`config.mk`:
```
export PLATFORM = sky130hd
export DESIGN_NAME = dtor_regs
export DESIGN_NICKNAME = d
export VERILOG_FILES = /design/src/hdl/dtor_pkg.sv /design/src/hdl/dtor_out_select.sv /design/src/hdl/dtor_regs.sv
export SDC_FILE = /design/constraint.sdc
export NUM_CORES = 1
export LEC_CHECK = 0
export ABC_AREA = 1
export BUFFER_PORTS_ARGS = -buffer_cell sky130_fd_sc_hd__buf_2
export CORE_MARGIN = 3
export CORE_UTILIZATION = 50
export DETAILED_ROUTE_END_ITERATION = 6
export PLACE_DENSITY = 0.72
export SETUP_SLACK_MARGIN = 0.15
export SYNTH_ARGS = -nofsm -noshare
export SYNTH_HDL_FRONTEND = slang
export SYNTH_SLANG_ARGS = --single-unit
```
`constraint.sdc`:
```
create_clock -name clock -period 18.6 [get_ports clock]
set_input_delay 2.79 -clock clock [delete_from_list [all_inputs] [get_ports clock]]
set_output_delay 2.79 -clock clock [all_outputs]
set_load 0.01 [all_outputs]
```
`src/hdl/dtor_pkg.sv`:
```
// Package: register map, reset values and field positions for the test override bank
package dtor_pkg;
    localparam int dtor_data_w = 32;
    localparam int dtor_addr_w = 12;
    localparam int dtor_word_w = 16;

    // Register indices; byte address is four times the index
    localparam logic [7:0] dtor_idx_word3 = 8'h28;
    localparam logic [7:0] dtor_idx_word4 = 8'h29;
    localparam logic [7:0] dtor_idx_word5 = 8'h2a;
    localparam logic [7:0] dtor_idx_word6 = 8'h2b;
    localparam logic [7:0] dtor_idx_word7 = 8'h2c;
    localparam logic [7:0] dtor_idx_control = 8'h2d;
    localparam logic [7:0] dtor_idx_itrim = 8'h2e;
    localparam logic [7:0] dtor_idx_qtrim = 8'h2f;
    localparam logic [7:0] dtor_idx_override = 8'h30;
    localparam logic [7:0] dtor_idx_chipid = 8'h7f;
    localparam int dtor_num_words = 5;

    localparam logic [15:0] dtor_rst_word3 = 16'h4545;
    localparam logic [15:0] dtor_rst_word4 = 16'h1a1a;
    localparam logic [15:0] dtor_rst_word5 = 16'h1616;
    localparam logic [15:0] dtor_rst_word6 = 16'haaaa;
    localparam logic [15:0] dtor_rst_word7 = 16'hc6c6;
    localparam logic [15:0] dtor_rst_control = 16'h0004;
    localparam logic [15:0] dtor_rst_itrim = 16'h0000;
    localparam logic [15:0] dtor_rst_qtrim = 16'h0000;
    localparam logic [15:0] dtor_rst_override = 16'h0000;

    // Control fields
    localparam int dtor_bit_strobe_sel = 14;
    localparam int dtor_bit_ramp_ena = 13;
    localparam int dtor_bit_override_ena = 0;
    // Writable mask: reserved fields keep their defaults
    localparam logic [15:0] dtor_ctrl_wmask = 16'h6001;
    localparam logic [15:0] dtor_itrim_wmask = 16'h00ff;
    localparam logic [15:0] dtor_qtrim_wmask = 16'hff00;

    // Identification fields; the values are arbitrary
    localparam logic [5:0] dtor_id_upper = 6'h00;
    localparam logic [1:0] dtor_device_id = 2'h2;
    localparam logic [2:0] dtor_silicon_rev = 3'h1;

    localparam logic [1:0] dtor_resp_okay = 2'h0;
    localparam logic [1:0] dtor_resp_slverr = 2'h2;
endpackage

```
`src/hdl/dtor_out_select.sv`:
```
// Output select: override value, ramp injection and output enable for the sample path
`timescale 1ns/1ps
module dtor_out_select
    import dtor_pkg::*;
(
    input wire logic clock,
    input wire logic rst_n,
    input wire logic input_data_clock_en,
    input wire logic [15:0] sample_in,
    input wire logic signed_format,
    input wire logic software_tx_enable,
    input wire logic transmit_enable_pin,
    input wire logic ramp_ena,
    input wire logic override_ena,
    input wire logic [15:0] override_value,
    output logic [15:0] fifo_entry_data,
    output logic [15:0] inphase_channel,
    output logic [15:0] quadrature_channel,
    output logic output_enable
);
    logic [15:0] ramp;

    always_ff @(posedge clock or negedge rst_n) begin
        if (!rst_n) begin
            ramp <= 16'h0000;
        end else if (input_data_clock_en && ramp_ena) begin
            ramp <= ramp + 16'h0001;
        end
    end

    // Ramp replaces the sample at the FIFO entry
    always_ff @(posedge clock or negedge rst_n) begin
        if (!rst_n) begin
            fifo_entry_data <= 16'h0000;
        end else if (input_data_clock_en) begin
            fifo_entry_data <= ramp_ena ? ramp : sample_in;
        end
    end

    // Override only latched on an input data clock tick; a stopped clock freezes both channels
    always_ff @(posedge clock or negedge rst_n) begin
        if (!rst_n) begin
            inphase_channel <= 16'h0000;
            quadrature_channel <= 16'h0000;
        end else if (input_data_clock_en) begin
            if (override_ena) begin
                // Two's-complement input is flipped to offset binary like ordinary samples
                inphase_channel <= override_value ^ {signed_format, 15'h0000};
                quadrature_channel <= override_value ^ {signed_format, 15'h0000};
            end else begin
                inphase_channel <= fifo_entry_data ^ {signed_format, 15'h0000};
                quadrature_channel <= fifo_entry_data ^ {signed_format, 15'h0000};
            end
        end
    end

    // Transmit enables are ignored under override
    always_ff @(posedge clock or negedge rst_n) begin
        if (!rst_n) begin
            output_enable <= 1'b0;
        end else begin
            output_enable <= override_ena | (software_tx_enable & transmit_enable_pin);
        end
    end
endmodule // dtor_out_select

```
`src/hdl/dtor_regs.sv`:
```
// Test override register bank with AXI4-Lite slave and datapath controls
//
// The AXI4-Lite register port is this design's own decision.
`timescale 1ns/1ps
module dtor_regs
    import dtor_pkg::*;
(
    input wire logic clock,
    input wire logic arst_n,
    input wire logic [dtor_pkg::dtor_addr_w-1:0] s_axi_awaddr,
    input wire logic [2:0] s_axi_awprot,
    input wire logic s_axi_awvalid,
    output logic s_axi_awready,
    input wire logic [dtor_pkg::dtor_data_w-1:0] s_axi_wdata,
    input wire logic [3:0] s_axi_wstrb,
    input wire logic s_axi_wvalid,
    output logic s_axi_wready,
    output logic [1:0] s_axi_bresp,
    output logic s_axi_bvalid,
    input wire logic s_axi_bready,
    input wire logic [dtor_pkg::dtor_addr_w-1:0] s_axi_araddr,
    input wire logic [2:0] s_axi_arprot,
    input wire logic s_axi_arvalid,
    output logic s_axi_arready,
    output logic [dtor_pkg::dtor_data_w-1:0] s_axi_rdata,
    output logic [1:0] s_axi_rresp,
    output logic s_axi_rvalid,
    input wire logic s_axi_rready,
    input wire logic input_data_clock_en,
    input wire logic [15:0] sample_in,
    input wire logic signed_format,
    input wire logic software_tx_enable,
    input wire logic transmit_enable_pin,
    input wire logic external_strobe,
    input wire logic internal_strobe,
    output logic divider_strobe,
    output logic [15:0] test_word_three,
    output logic [15:0] test_word_four,
    output logic [15:0] test_word_five,
    output logic [15:0] test_word_six,
    output logic [15:0] test_word_seven,
    output logic [7:0] inphase_delay,
    output logic [7:0] quadrature_delay,
    output logic [15:0] fifo_entry_data,
    output logic [15:0] inphase_channel,
    output logic [15:0] quadrature_channel,
    output logic output_enable
);
    logic rst_meta;
    logic rst_n;
    logic [15:0] words [dtor_num_words];
    logic [15:0] test_override_control;
    logic [15:0] inphase_delay_trim;
    logic [15:0] quadrature_delay_trim;
    logic [15:0] output_override_value;
    logic [dtor_addr_w-1:0] aw_addr;
    logic aw_held;
    logic [31:0] w_data;
    logic [3:0] w_strb;
    logic w_held;
    logic do_write;
    logic [7:0] w_idx;
    logic [7:0] r_idx;
    logic w_hit;
    logic [15:0] next_rdata;
    logic next_rhit;

    // Reset released through two flops
    always_ff @(posedge clock or negedge arst_n) begin
        if (!arst_n) begin
            rst_meta <= 1'b0;
            rst_n <= 1'b0;
        end else begin
            rst_meta <= 1'b1;
            rst_n <= rst_meta;
        end
    end

    // Write channels taken independently, in either order
    assign s_axi_awready = !aw_held && !s_axi_bvalid;
    assign s_axi_wready = !w_held && !s_axi_bvalid;
    assign do_write = aw_held && w_held;
    assign w_idx = aw_addr[9:2];
    assign w_hit = (aw_addr[1:0] == 2'h0) && (aw_addr[dtor_addr_w-1:10] == '0) &&
        ((w_idx >= dtor_idx_word3 && w_idx <= dtor_idx_override) || w_idx == dtor_idx_chipid);

    always_ff @(posedge clock or negedge rst_n) begin
        if (!rst_n) begin
            aw_held <= 1'b0;
            aw_addr <= '0;
        end else if (s_axi_awvalid && s_axi_awready) begin
            aw_held <= 1'b1;
            aw_addr <= s_axi_awaddr;
        end else if (do_write) begin
            aw_held <= 1'b0;
        end
    end

    always_ff @(posedge clock or negedge rst_n) begin
        if (!rst_n) begin
            w_held <= 1'b0;
            w_data <= '0;
            w_strb <= '0;
        end else if (s_axi_wvalid && s_axi_wready) begin
            w_held <= 1'b1;
            w_data <= s_axi_wdata;
            w_strb <= s_axi_wstrb;
        end else if (do_write) begin
            w_held <= 1'b0;
        end
    end

    always_ff @(posedge clock or negedge rst_n) begin
        if (!rst_n) begin
            s_axi_bvalid <= 1'b0;
            s_axi_bresp <= dtor_resp_okay;
        end else if (do_write) begin
            s_axi_bvalid <= 1'b1;
            s_axi_bresp <= w_hit ? dtor_resp_okay : dtor_resp_slverr;
        end else if (s_axi_bready) begin
            s_axi_bvalid <= 1'b0;
        end
    end

    function automatic logic [15:0] dtor_merge(input logic [15:0] old, input logic [31:0] data,
                                               input logic [3:0] strb, input logic [15:0] mask);
        logic [15:0] lanes;
        lanes = {{8{strb[1]}}, {8{strb[0]}}} & mask;
        return (old & ~lanes) | (data[15:0] & lanes);
    endfunction

    // Pattern words three to seven
    generate
        for (genvar i = 0; i < dtor_num_words; i++) begin : g_word
            localparam logic [15:0] rst_val = (i == 0) ? dtor_rst_word3 : (i == 1) ? dtor_rst_word4 :
                (i == 2) ? dtor_rst_word5 : (i == 3) ? dtor_rst_word6 : dtor_rst_word7;
            always_ff @(posedge clock or negedge rst_n) begin
                if (!rst_n) begin
                    words[i] <= rst_val;
                end else if (do_write && w_hit && w_idx == dtor_idx_word3 + 8'(i)) begin
                    words[i] <= dtor_merge(words[i], w_data, w_strb, 16'hffff);
                end
            end
        end
    endgenerate

    always_ff @(posedge clock or negedge rst_n) begin
        if (!rst_n) begin
            test_override_control <= dtor_rst_control;
            inphase_delay_trim <= dtor_rst_itrim;
            quadrature_delay_trim <= dtor_rst_qtrim;
            output_override_value <= dtor_rst_override;
        end else if (do_write && w_hit) begin
            // Reserved bits are masked so they always hold their defaults
            if (w_idx == dtor_idx_control) begin
                test_override_control <= dtor_merge(test_override_control, w_data, w_strb,
                                                    dtor_ctrl_wmask);
            end
            if (w_idx == dtor_idx_itrim) begin
                inphase_delay_trim <= dtor_merge(inphase_delay_trim, w_data, w_strb, dtor_itrim_wmask);
            end
            if (w_idx == dtor_idx_qtrim) begin
                quadrature_delay_trim <= dtor_merge(quadrature_delay_trim, w_data, w_strb, dtor_qtrim_wmask);
            end
            if (w_idx == dtor_idx_override) begin
                output_override_value <= dtor_merge(output_override_value, w_data, w_strb, 16'hffff);
            end
        end
    end

    // Read path: one cycle latency, one outstanding read
    assign s_axi_arready = !s_axi_rvalid;
    assign r_idx = s_axi_araddr[9:2];

    always_comb begin
        next_rhit = (s_axi_araddr[1:0] == 2'h0) && (s_axi_araddr[dtor_addr_w-1:10] == '0);
        next_rdata = 16'h0000;
        if (r_idx >= dtor_idx_word3 && r_idx <= dtor_idx_word7) begin
            next_rdata = words[3'(r_idx - dtor_idx_word3)];
        end else if (r_idx == dtor_idx_control) begin
            next_rdata = test_override_control;
        end else if (r_idx == dtor_idx_itrim) begin
            next_rdata = inphase_delay_trim;
        end else if (r_idx == dtor_idx_qtrim) begin
            next_rdata = quadrature_delay_trim;
        end else if (r_idx == dtor_idx_override) begin
            next_rdata = output_override_value;
        end else if (r_idx == dtor_idx_chipid) begin
            // Fixed fields, no storage behind them
            next_rdata = {dtor_id_upper, 5'h00, dtor_device_id, dtor_silicon_rev};
        end else begin
            next_rhit = 1'b0;
        end
        if (!next_rhit) begin
            next_rdata = 16'h0000;
        end
    end

    always_ff @(posedge clock or negedge rst_n) begin
        if (!rst_n) begin
            s_axi_rvalid <= 1'b0;
            s_axi_rdata <= '0;
            s_axi_rresp <= dtor_resp_okay;
        end else if (s_axi_arvalid && s_axi_arready) begin
            s_axi_rvalid <= 1'b1;
            s_axi_rdata <= {16'h0000, next_rdata};
            s_axi_rresp <= next_rhit ? dtor_resp_okay : dtor_resp_slverr;
        end else if (s_axi_rready) begin
            s_axi_rvalid <= 1'b0;
        end
    end

    // Strobe mux is combinational so the routed strobe adds no cycle of delay
    assign divider_strobe = test_override_control[dtor_bit_strobe_sel] ? external_strobe
                                                                       : internal_strobe;

    always_ff @(posedge clock or negedge rst_n) begin
        if (!rst_n) begin
            test_word_three <= dtor_rst_word3;
            test_word_four <= dtor_rst_word4;
            test_word_five <= dtor_rst_word5;
            test_word_six <= dtor_rst_word6;
            test_word_seven <= dtor_rst_word7;
            inphase_delay <= 8'h00;
            quadrature_delay <= 8'h00;
        end else begin
            test_word_three <= words[0];
            test_word_four <= words[1];
            test_word_five <= words[2];
            test_word_six <= words[3];
            test_word_seven <= words[4];
            inphase_delay <= inphase_delay_trim[7:0];
            quadrature_delay <= quadrature_delay_trim[15:8];
        end
    end

    dtor_out_select u_out_select (
        .clock(clock),
        .rst_n(rst_n),
        .input_data_clock_en(input_data_clock_en),
        .sample_in(sample_in),
        .signed_format(signed_format),
        .software_tx_enable(software_tx_enable),
        .transmit_enable_pin(transmit_enable_pin),
        .ramp_ena(test_override_control[dtor_bit_ramp_ena]),
        .override_ena(test_override_control[dtor_bit_override_ena]),
        .override_value(output_override_value),
        .fifo_entry_data(fifo_entry_data),
        .inphase_channel(inphase_channel),
        .quadrature_channel(quadrature_channel),
        .output_enable(output_enable)
    );
endmodule // dtor_regs

```
Yosys cells after proc, flatten, opt, wreduce, memory -nomap -nowiden:

Cells that the tools add are included.

* register bits after elaboration: 345
* input bits: 95
* output and inout bits: 187

* add/subtract/negate cells: 2
* magnitude comparators: 5
* equality and inequality tests: 15
* mux-type cells: 28
* bitwise logic cells: 31
* reduce and logical (&&, ||, !) cells: 35

Operator list (count)
* $and A16 B16 Y16: 11
* $mux W16: 10
* $or A16 B16 Y16: 9
* $eq A8 B6 Y1 const B: 13
* $bmux W16 S3: 1
* $not A16 Y16: 2
* $xor A16 B16 Y16: 2
* $logic_and A1 B1 Y1: 18
* $add A16 B1 Y16 const B: 1
* $and A16 B15 Y16: 1
* $and A16 B8 Y16: 1
* $eq A8 B7 Y1 const B: 2
* $ge A8 B6 Y1 const B: 2
* $le A8 B6 Y1 const B: 2
* $not A15 Y16: 1
* $not A8 Y16: 1
* $mux W1: 14
* $logic_not A2 Y1: 4
* $reduce_and A2 Y1: 4
* $reduce_bool A2 Y1: 4
* $mux W5: 1
* $ge A4 B4 Y1 const B: 1
* $logic_not A1 Y1: 4
* $mux W2: 2
* other kinds (5): 5

Depth between registers and ports, before layout:

Gate-level depths: netlist of run 1.

* depth in word-level cells: 9
* depth in mapped cells: 12
* mapped depth without buffers: 11

Hierarchy:

A second synthesis of run 1 with hierarchy kept.

* cells, all modules: 1498
* area, all modules: 13178.9 um^2

By module, submodules not included
* dtor_regs: times used 1, cells an instance 1189, area an instance 10640.2 um^2, sequential area each 6716.4 um^2
* dtor_out_select: times used 1, cells an instance 309, area an instance 2538.7 um^2, sequential area each 1226.2 um^2

Worst setup path after synthesis of run 1:

Ideal clock, no wire load.

* path type: in2out
* start point: in external_strobe
* end point: out divider_strobe
* arrival time: 3.065 ns
* required time: 15.810 ns
* setup slack: 12.745 ns
* stages on the path: 1
* path buffers: 0
* cell sequence: mux2_2

* longest elaborated chain between the ends: 1

Ends and longest elaborated chain
* start: declaration: RTL line dtor_regs.sv:34 `input wire logic external_strobe,`
* $mux W1: RTL line dtor_regs.sv:214 `assign divider_strobe = test_override_control[dtor_bit_strobe_sel] ? external_strobe`
* end: declaration: RTL line dtor_regs.sv:36 `output logic divider_strobe,`

Every way passes these cells.

Worst setup path in the final report of run 1:

* start point: in internal_strobe
* end point: out divider_strobe

* longest elaborated chain between the ends: 1

Ends and longest elaborated chain
* start: declaration: RTL line dtor_regs.sv:35 `input wire logic internal_strobe,`
* $mux W1: RTL line dtor_regs.sv:214

Every way passes these cells.

==> out/summary.md, run 1 <==
## Setup path
* 0.24 ns — Max stage delay on crit path
* sky130_fd_sc_hd__buf_2 — most prevalent standard cell on the critical path
* 15.81 ns — required time at the endpoint of the critical path
* input pin — Worst setup SP type
* 3.27 ns — Arrival @ worst endpoint
* input pin to primary output — kind of critical path
* primary output — CP endpoint kind
* buf_2 > mux2_2 > buf_2 — cells traversed along the worst timing path
* sky130_fd_sc_hd__mux2_2 — worst-path cell with the longest stage delay
* 15.98 ns — worst setup slack for register-to-register paths
* 1 — worst-path fanout max

## Route
* 5.140 — drt via density
* 0 — # DRC
* 840 — DR iter-0 viols
* 9,791 — total via count after detailed routing
* 32.30 mm — wire length reported by the detailed router
* 5 — first drt pass iteration count
* 0 — final antenna-violating net count
* 16.95 µm — wire length per cell after detailed routing

## Timing
* 0 ns — Setup TNS Final
* 0.3256 — Final period util
* 0 — Setup-failing EPs final
* 165.1 MHz — fmax
* 0.2682 — worst slew margin relative to its limit
* 0.01139 ns — Max Clock Skew
* 6.057 ns — Period minus WS final
* no — setup repair after global routing missed its margin
* 0 — number of failing hold endpoints at the final stage
* 0 — final number of max-transition violations
* 1.094 ns — slew at the pin with the worst max-slew slack

## Floorplanning
* 165.1 µm — die height
* 282 — number of top-level design ports
* 0.02460 mm² — area of the core region
* 0.02727 mm² — floorplan die area
* 165.1 µm — x dimension of the die
* 57 — row cnt
* 0.5146 — starting density of the core

## GRT
* 50.33 mm — global-route wire length before repair
* 2 — initial antenna violation count
* 9,523 — via count of the first global-routing pass
* 0 — total congestion overflow after global routing
* 76 — maximum number of pins on one net before global-route repair
* 0.2364 — aggregate global-route resource usage

## Job
* 0 — Maximum Capacitance Violations

## Layout
* 0.2619 — share of layout cells above drive strength 1
* 0 — total inserted antenna cells
* 1,905 — Post-Layout Cell Count
* 0.01491 mm² — post-route cell area
* 0.6058 — final standard cell utilization of the core
* 1,653 — Net count, final
* sky130_fd_sc_hd__nand2_1 — most common cell after layout, fill and taps aside
* 17.72% — Area growth syn-to-layout
* 354 x sky130_fd_sc_hd__nand2_1, 245 x sky130_fd_sc_hd__dfrtp_1, 239 x sky130_fd_sc_hd__buf_2 — most frequent cells in the layout

## Clock network
* done — TritonCTS clock tree
* sky130_fd_sc_hd__clkbuf_16 — buffer type at the clock tree root
* 1 — H-tree depth reported by CTS
* 0 — post-cts hold buffer count
* 0.06 ns — CTS clk-pin slew, worst paths
* 0.55 ns — clock latency at the later pin of the worst-skew pair
* 31 — CTS buffer count
* 0 — Post-CTS Setup Repair Bufs
* 3 — number of buffers between clock root and the deepest sink
* 314 — number of sinks handled by clock tree synthesis
* 0 — quantity of gates resized following cts

## Power
* 0.2780 — switching share of power
* 0.493 — power share of the sequential group
* 7.726 nW — Lkg Pwr
* 104.3 mW/mm² — pwr/cell area
* 1.122 mW — Internal
* 76.76 µV — worst supply voltage drop on vdd
* 0.4321 mW — reported net switching power
* 0.387 — proportion of power drawn by the clock network
* 1.554 mW — total power draw
* 0.120 — combinational fraction of design power

## Synth
* sky130_fd_sc_hd__dfrtp_1 — Primary FF master, synth
* 0.6273 — sequential-to-total area share from yosys stat
* 0 — yosys synthesis warning count
* 0.01266 mm² — Cell Area, Synth
* 34 — number of distinct standard cells referenced by the synthesized netlist
* 1,335 — number of standard cells after synthesis
* 9.485 µm² — average cell area after synthesis
* 314 — number of synthesized register bits
* 1.000 — async set or reset register ratio after synthesis
* 0 — EDFF count, synth

## Placed design
* 0.8594 — GPL Wtd Cong
* 23.23 mm — post-DP HPWL
* 1,848 — placed cell count
* 239 — number of port buffers
* 0.01392 mm² — dpl cell area

## Min path
* flip-flop to flip-flop — worst min path class

## Status
* finished, final reports clean — status

path summary, 6_finish.rpt:
path	startpoint	to	cells after the start
min in group asynchronous	rst_n$_DFF_PN0_	test_word_five[11]$_DFF_PN0_	0
min reg2reg	rst_meta$_DFF_PN0_	rst_n$_DFF_PN0_	0
max	internal_strobe	divider_strobe	3
min	rst_meta$_DFF_PN0_	rst_n$_DFF_PN0_	0
max in group asynchronous	rst_n$_DFF_PN0_	test_word_seven[4]$_DFF_PN0_	2
max reg2reg	s_axi_rvalid$_DFFE_PN0P_	s_axi_rdata[13]$_DFFE_PN0P_	7
logic make-up after synthesis:
group	share of synthesized area
AND/OR/NAND/NOR	0.2080
flip-flops	0.6273
AO/OA/AOI/OAI	0.08053
buffers and inverters	0.06759
XOR/XNOR	0.009684
multiplexers	0.005336
other	0.0005931
adder cells (fa/ha/maj)	0.0009880
cells in the mapped netlist, types with 2 or more instances:
master | n | area (µm²)
sky130_fd_sc_hd__mux2_2 | 6 | 67.56
sky130_fd_sc_hd__inv_2 | 17 | 63.81
sky130_fd_sc_hd__clkinv_1 | 2 | 7.510
sky130_fd_sc_hd__o21ai_0 | 52 | 260.3
sky130_fd_sc_hd__xnor2_1 | 3 | 26.28
sky130_fd_sc_hd__xor2_1 | 11 | 96.34
sky130_fd_sc_hd__conb_1 | 2 | 7.510
sky130_fd_sc_hd__a21oi_1 | 41 | 205.2
sky130_fd_sc_hd__o211ai_1 | 9 | 67.56
sky130_fd_sc_hd__dfstp_2 | 68 | 1787
sky130_fd_sc_hd__buf_2 | 17 | 85.08
sky130_fd_sc_hd__nand3b_1 | 2 | 15.01
sky130_fd_sc_hd__nand4_1 | 9 | 56.30
sky130_fd_sc_hd__nand3_4 | 4 | 70.07
sky130_fd_sc_hd__o21ai_1 | 96 | 480.5
sky130_fd_sc_hd__nand3_1 | 82 | 410.4
sky130_fd_sc_hd__nor2_4 | 4 | 45.04
sky130_fd_sc_hd__nor3_1 | 7 | 35.03
sky130_fd_sc_hd__nand2_2 | 12 | 75.07
sky130_fd_sc_hd__dfrtp_1 | 246 | 6156
sky130_fd_sc_hd__nor2_2 | 6 | 37.54
sky130_fd_sc_hd__buf_4 | 39 | 292.8
sky130_fd_sc_hd__clkbuf_1 | 15 | 56.30
sky130_fd_sc_hd__nor2_1 | 135 | 506.7
sky130_fd_sc_hd__inv_1 | 88 | 330.3
sky130_fd_sc_hd__nand2_1 | 354 | 1329
power by group through the flow:
stage	clock, mW	sequential [mW]	combinational [mW]
after global routing	0.644	0.773	0.209
final	0.602	0.766	0.187
after detailed placement	0	0.777	0.186
after global placement	0	0.775	0.182
after CTS	0.611	0.766	0.188
after floorplan	0	0.775	0.121
through the flow:
step           worst slack [ns]  hold slack, ns
2_1_floorplan             9.320          0.3312
3_3_place_gp              12.54          0.3320
3_5_place_dp              12.54          0.3364
4_1_cts                   12.54          0.3553
5_1_grt                   12.51          0.3653
6_report                  12.54          0.3531
layer usage:
layer / global-route usage / wire [µm] / vias up
li1: - / - / 4663
met1: 0.3178 / 13350 / 4662
met4: 0.08845 / 1238 / 4
met5: 0 / 24 / -
met2: 0.3880 / 15390 / 378
met3: 0.04066 / 2290 / 84
critical path: cells and delay by family:
family / cells / cell delay [ns]
muxes: 1 / 0.24
buffers and inverters: 2 / 0.24
cell type report:
class	instances	area (µm²)
Clock buffer	48	909.6
Clock inverter	9	72.57
Fill cell	2072	9699
Inverter	108	410.4
Multi-Input combinational cell	858	3928
Sequential cell	314	7946
Tap cell	324	405.4
Timing Repair Buffer	244	1234
Note: power is estimated with default switching activity, not from simulation.
==> run 2, diff against run 1 <==
--- a/config.mk
+++ b/config.mk
@@ -5,12 +5,12 @@
 export SDC_FILE = /design/constraint.sdc
 export NUM_CORES = 1
 export LEC_CHECK = 0
-export ABC_AREA = 1
+export ABC_AREA = 0
 export BUFFER_PORTS_ARGS = -buffer_cell sky130_fd_sc_hd__buf_2
 export CORE_MARGIN = 3
-export CORE_UTILIZATION = 50
+export CORE_UTILIZATION = 49
 export DETAILED_ROUTE_END_ITERATION = 6
-export PLACE_DENSITY = 0.72
+export PLACE_DENSITY = 0.73
 export SETUP_SLACK_MARGIN = 0.15
 export SYNTH_ARGS = -nofsm -noshare
 export SYNTH_HDL_FRONTEND = slang
==> constraint.sdc (replaced) <==
create_clock -name clock -period 5.5 [get_ports clock]
set_input_delay 0.825 -clock clock [delete_from_list [all_inputs] [get_ports clock]]
set_output_delay 0.825 -clock clock [all_outputs]
set_load 0.01 [all_outputs]
==> out/summary.md, run 2 <==
## Status
* finished, final reports clean — status

## Timing
* 0 — number of failing hold endpoints at the final stage
* no — setup repair after global routing missed its margin
* 2.919 ns — final setup margin
* 0.1082 ns — worst hold-check slack
* 2.581 ns — Period minus WS final
* 0 — final number of max-transition violations
* 0.02369 ns — Max Clock Skew
* 0 — Setup-failing EPs final
* 0.4692 — Final period util
* 0.2447 — worst slew margin relative to its limit
* 0 ns — Setup TNS Final
* 387.5 MHz — fmax
* 1.133 ns — slew at the pin with the worst max-slew slack

## Route
* 1.817 mm — routed length on met3
* 0 — # DRC
* 20.21 µm — wire length per cell after detailed routing
* met5 — highest routed metal layer
* 0 — final antenna-violating net count
* 5 — first drt pass iteration count
* 7,828 — total via count after detailed routing
* 5.311 — drt via density
* 29.80 mm — wire length reported by the detailed router
* 13.60 mm — met1 routed wirelength after detailed routing
* 394 — DR iter-0 viols
* 13.64 mm — routed wl met2

## Clock network
* 0 — Post-CTS Setup Repair Bufs
* 0 — post-cts hold buffer count
* 0.06 ns — CTS clk-pin slew, worst paths
* 0 — quantity of gates resized following cts
* 2 — H-tree depth reported by CTS
* 0.51 ns — clock latency at the later pin of the worst-skew pair
* 34 — CTS buffer count
* done — TritonCTS clock tree
* 314 — number of sinks handled by clock tree synthesis
* sky130_fd_sc_hd__clkbuf_16 — buffer type at the clock tree root
* 3 — number of buffers between clock root and the deepest sink

## GRT
* 172 — maximum number of pins on one net before global-route repair
* 1 — initial antenna violation count
* 0.2182 — aggregate global-route resource usage
* 0 — total congestion overflow after global routing
* 7,816 — via count of the first global-routing pass
* 45.64 mm — global-route wire length before repair

## Synth
* sky130_fd_sc_hd__dfrtp_1 — count leader, synth
* 0.6395 — sequential-to-total area share from yosys stat
* 0.01242 mm² — Cell Area, Synth
* sky130_fd_sc_hd__dfrtp_1 — Primary FF master, synth
* 314 — number of synthesized register bits
* 0 — EDFF count, synth
* 13.89 µm² — average cell area after synthesis
* sky130_fd_sc_hd__dfrtp_1 — Yosys top cell by area
* 894 — number of standard cells after synthesis
* 0 — yosys synthesis warning count
* 1.000 — async set or reset register ratio after synthesis
* 0.4957 — share of the synthesized area in the top cell type
* 246 x sky130_fd_sc_hd__dfrtp_1, 148 x sky130_fd_sc_hd__mux2_2, 68 x sky130_fd_sc_hd__dfstp_2, 65 x sky130_fd_sc_hd__nor2_1, 60 x sky130_fd_sc_hd__mux2i_1 — most frequent cells after synthesis
* 59 — number of distinct standard cells referenced by the synthesized netlist
* sky130_fd_sc_hd__dfrtp_1 50%, sky130_fd_sc_hd__dfstp_2 14%, sky130_fd_sc_hd__mux2_2 13%, sky130_fd_sc_hd__mux2i_1 4.8%, sky130_fd_sc_hd__buf_4 2.1% — dominant cells by area after synthesis

## Placed design
* 239 — number of port buffers
* 20.76 mm — post-DP HPWL
* 1,413 — placed cell count
* 2.495 ns — worst setup timing slack at the placement stage
* 0.8425 — GPL Wtd Cong

## Power
* 5.494 mW — total power draw
* 211.7 µV — worst supply voltage drop on vdd
* 7.194 nW — Lkg Pwr
* 369.7 mW/mm² — pwr/cell area

## Setup path
* flip-flop — CP endpoint kind
* flip-flop to flip-flop — kind of critical path
* 8 — worst-path fanout max
* flip-flop — Worst setup SP type
* aw_addr[1]$_DFFE_PN0P_ — critical register-to-register path startpoint
* 2.97 ns — Arrival @ worst endpoint
* 5.89 ns — required time at the endpoint of the critical path
* aw_addr[1]$_DFFE_PN0P_ — origin of the worst setup path

## Floorplanning
* 0.02729 mm² — floorplan die area
* 165.2 µm — x dimension of the die
* 282 — number of top-level design ports
* 57 — row cnt
* 165.2 µm — die height
* 0.02460 mm² — area of the core region
* 0.5048 — starting density of the core

## Job
* 0 — Maximum Capacitance Violations

## Layout
* 1,474 — Post-Layout Cell Count
* 19.68% — Area growth syn-to-layout
* 1,221 — Net count, final
* 1,987 — filler cell count
* 245 x sky130_fd_sc_hd__dfrtp_1, 239 x sky130_fd_sc_hd__buf_2, 148 x sky130_fd_sc_hd__mux2_2 — most frequent cells in the layout
* 0.4661 — share of layout cells above drive strength 1
* 0 — total inserted antenna cells
* sky130_fd_sc_hd__dfrtp_1 — most common cell after layout, fill and taps aside

## Min path
* input pin to async pin — worst min path class

run 2: critical path: stages, from the launching register on:
cell,delay (ns)
sky130_fd_sc_hd__dfrtp_1,0.38
sky130_fd_sc_hd__or4_4,0.57
sky130_fd_sc_hd__nor3_4,0.33
sky130_fd_sc_hd__nand2_1,0.21
sky130_fd_sc_hd__nor2_2,0.58
sky130_fd_sc_hd__mux2_2,0.41
run 2: logic make-up after synthesis:
group | Yosys count | share of synthesized area
adders and majority gates | 1 | 0.001007
other | 2 | 0.0006047
AOI/OAI and AO/OA | 117 | 0.06105
xor gates and xnor gates | 16 | 0.01128
muxes | 210 | 0.1862
and+or+nand+nor | 159 | 0.06670
buffers and inverters | 75 | 0.03365
DFF | 314 | 0.6395
run 2: area by class of cell:
| type | count | area (µm²) | area share |
|---|---|---|---|
| Clock inverter | 10 | 81.33 | 0.005472 |
| Sequential cell | 314 | 7946 | 0.5346 |
| Tap cell | 324 | 405.4 | 0.02728 |
| Timing Repair Buffer | 247 | 1269 | 0.08536 |
| Multi-Input combinational cell | 522 | 4123 | 0.2774 |
| Clock buffer | 51 | 1016 | 0.06836 |
| Inverter | 6 | 22.52 | 0.001515 |
run 2: power breakdown:
group | switching, mW | internal, mW
Sequential | 0.273 | 2.48
Combinational | 0.264 | 0.253
Clock | 0.900 | 1.33
run 2: path summary, 6_finish.rpt:
check / to / slack (ns) / cells past startpoint
worst max register to register: flip-flop / 2.92 / 5
worst min register to register: test_word_three[14]$_DFF_PN1_ / 0.36 / 0
min in group clock: test_word_three[14]$_DFF_PN1_ / 0.36 / 0
worst min-delay path: rst_n$_DFF_PN0_ / 0.11 / 1
max in group asynchronous: async pin / 3.65 / 1
worst max-delay path: flip-flop / 2.92 / 5
run 2: routing by layer:
layer  vias to the layer above  GRT usage
li1                       3566          -
met1                      3941     0.3174
met2                       263     0.3410
met3                        56    0.03816
met4                         2    0.05947
met5                         -          0
run 2: per-stage QoR:
stage          area [µm²]    util
6_report            14860  0.6041
3_3_place_gp        13770  0.5595
2_1_floorplan       12480       -
3_5_place_dp        13770  0.5595
4_1_cts             14860  0.6041
5_1_grt             14860  0.6041
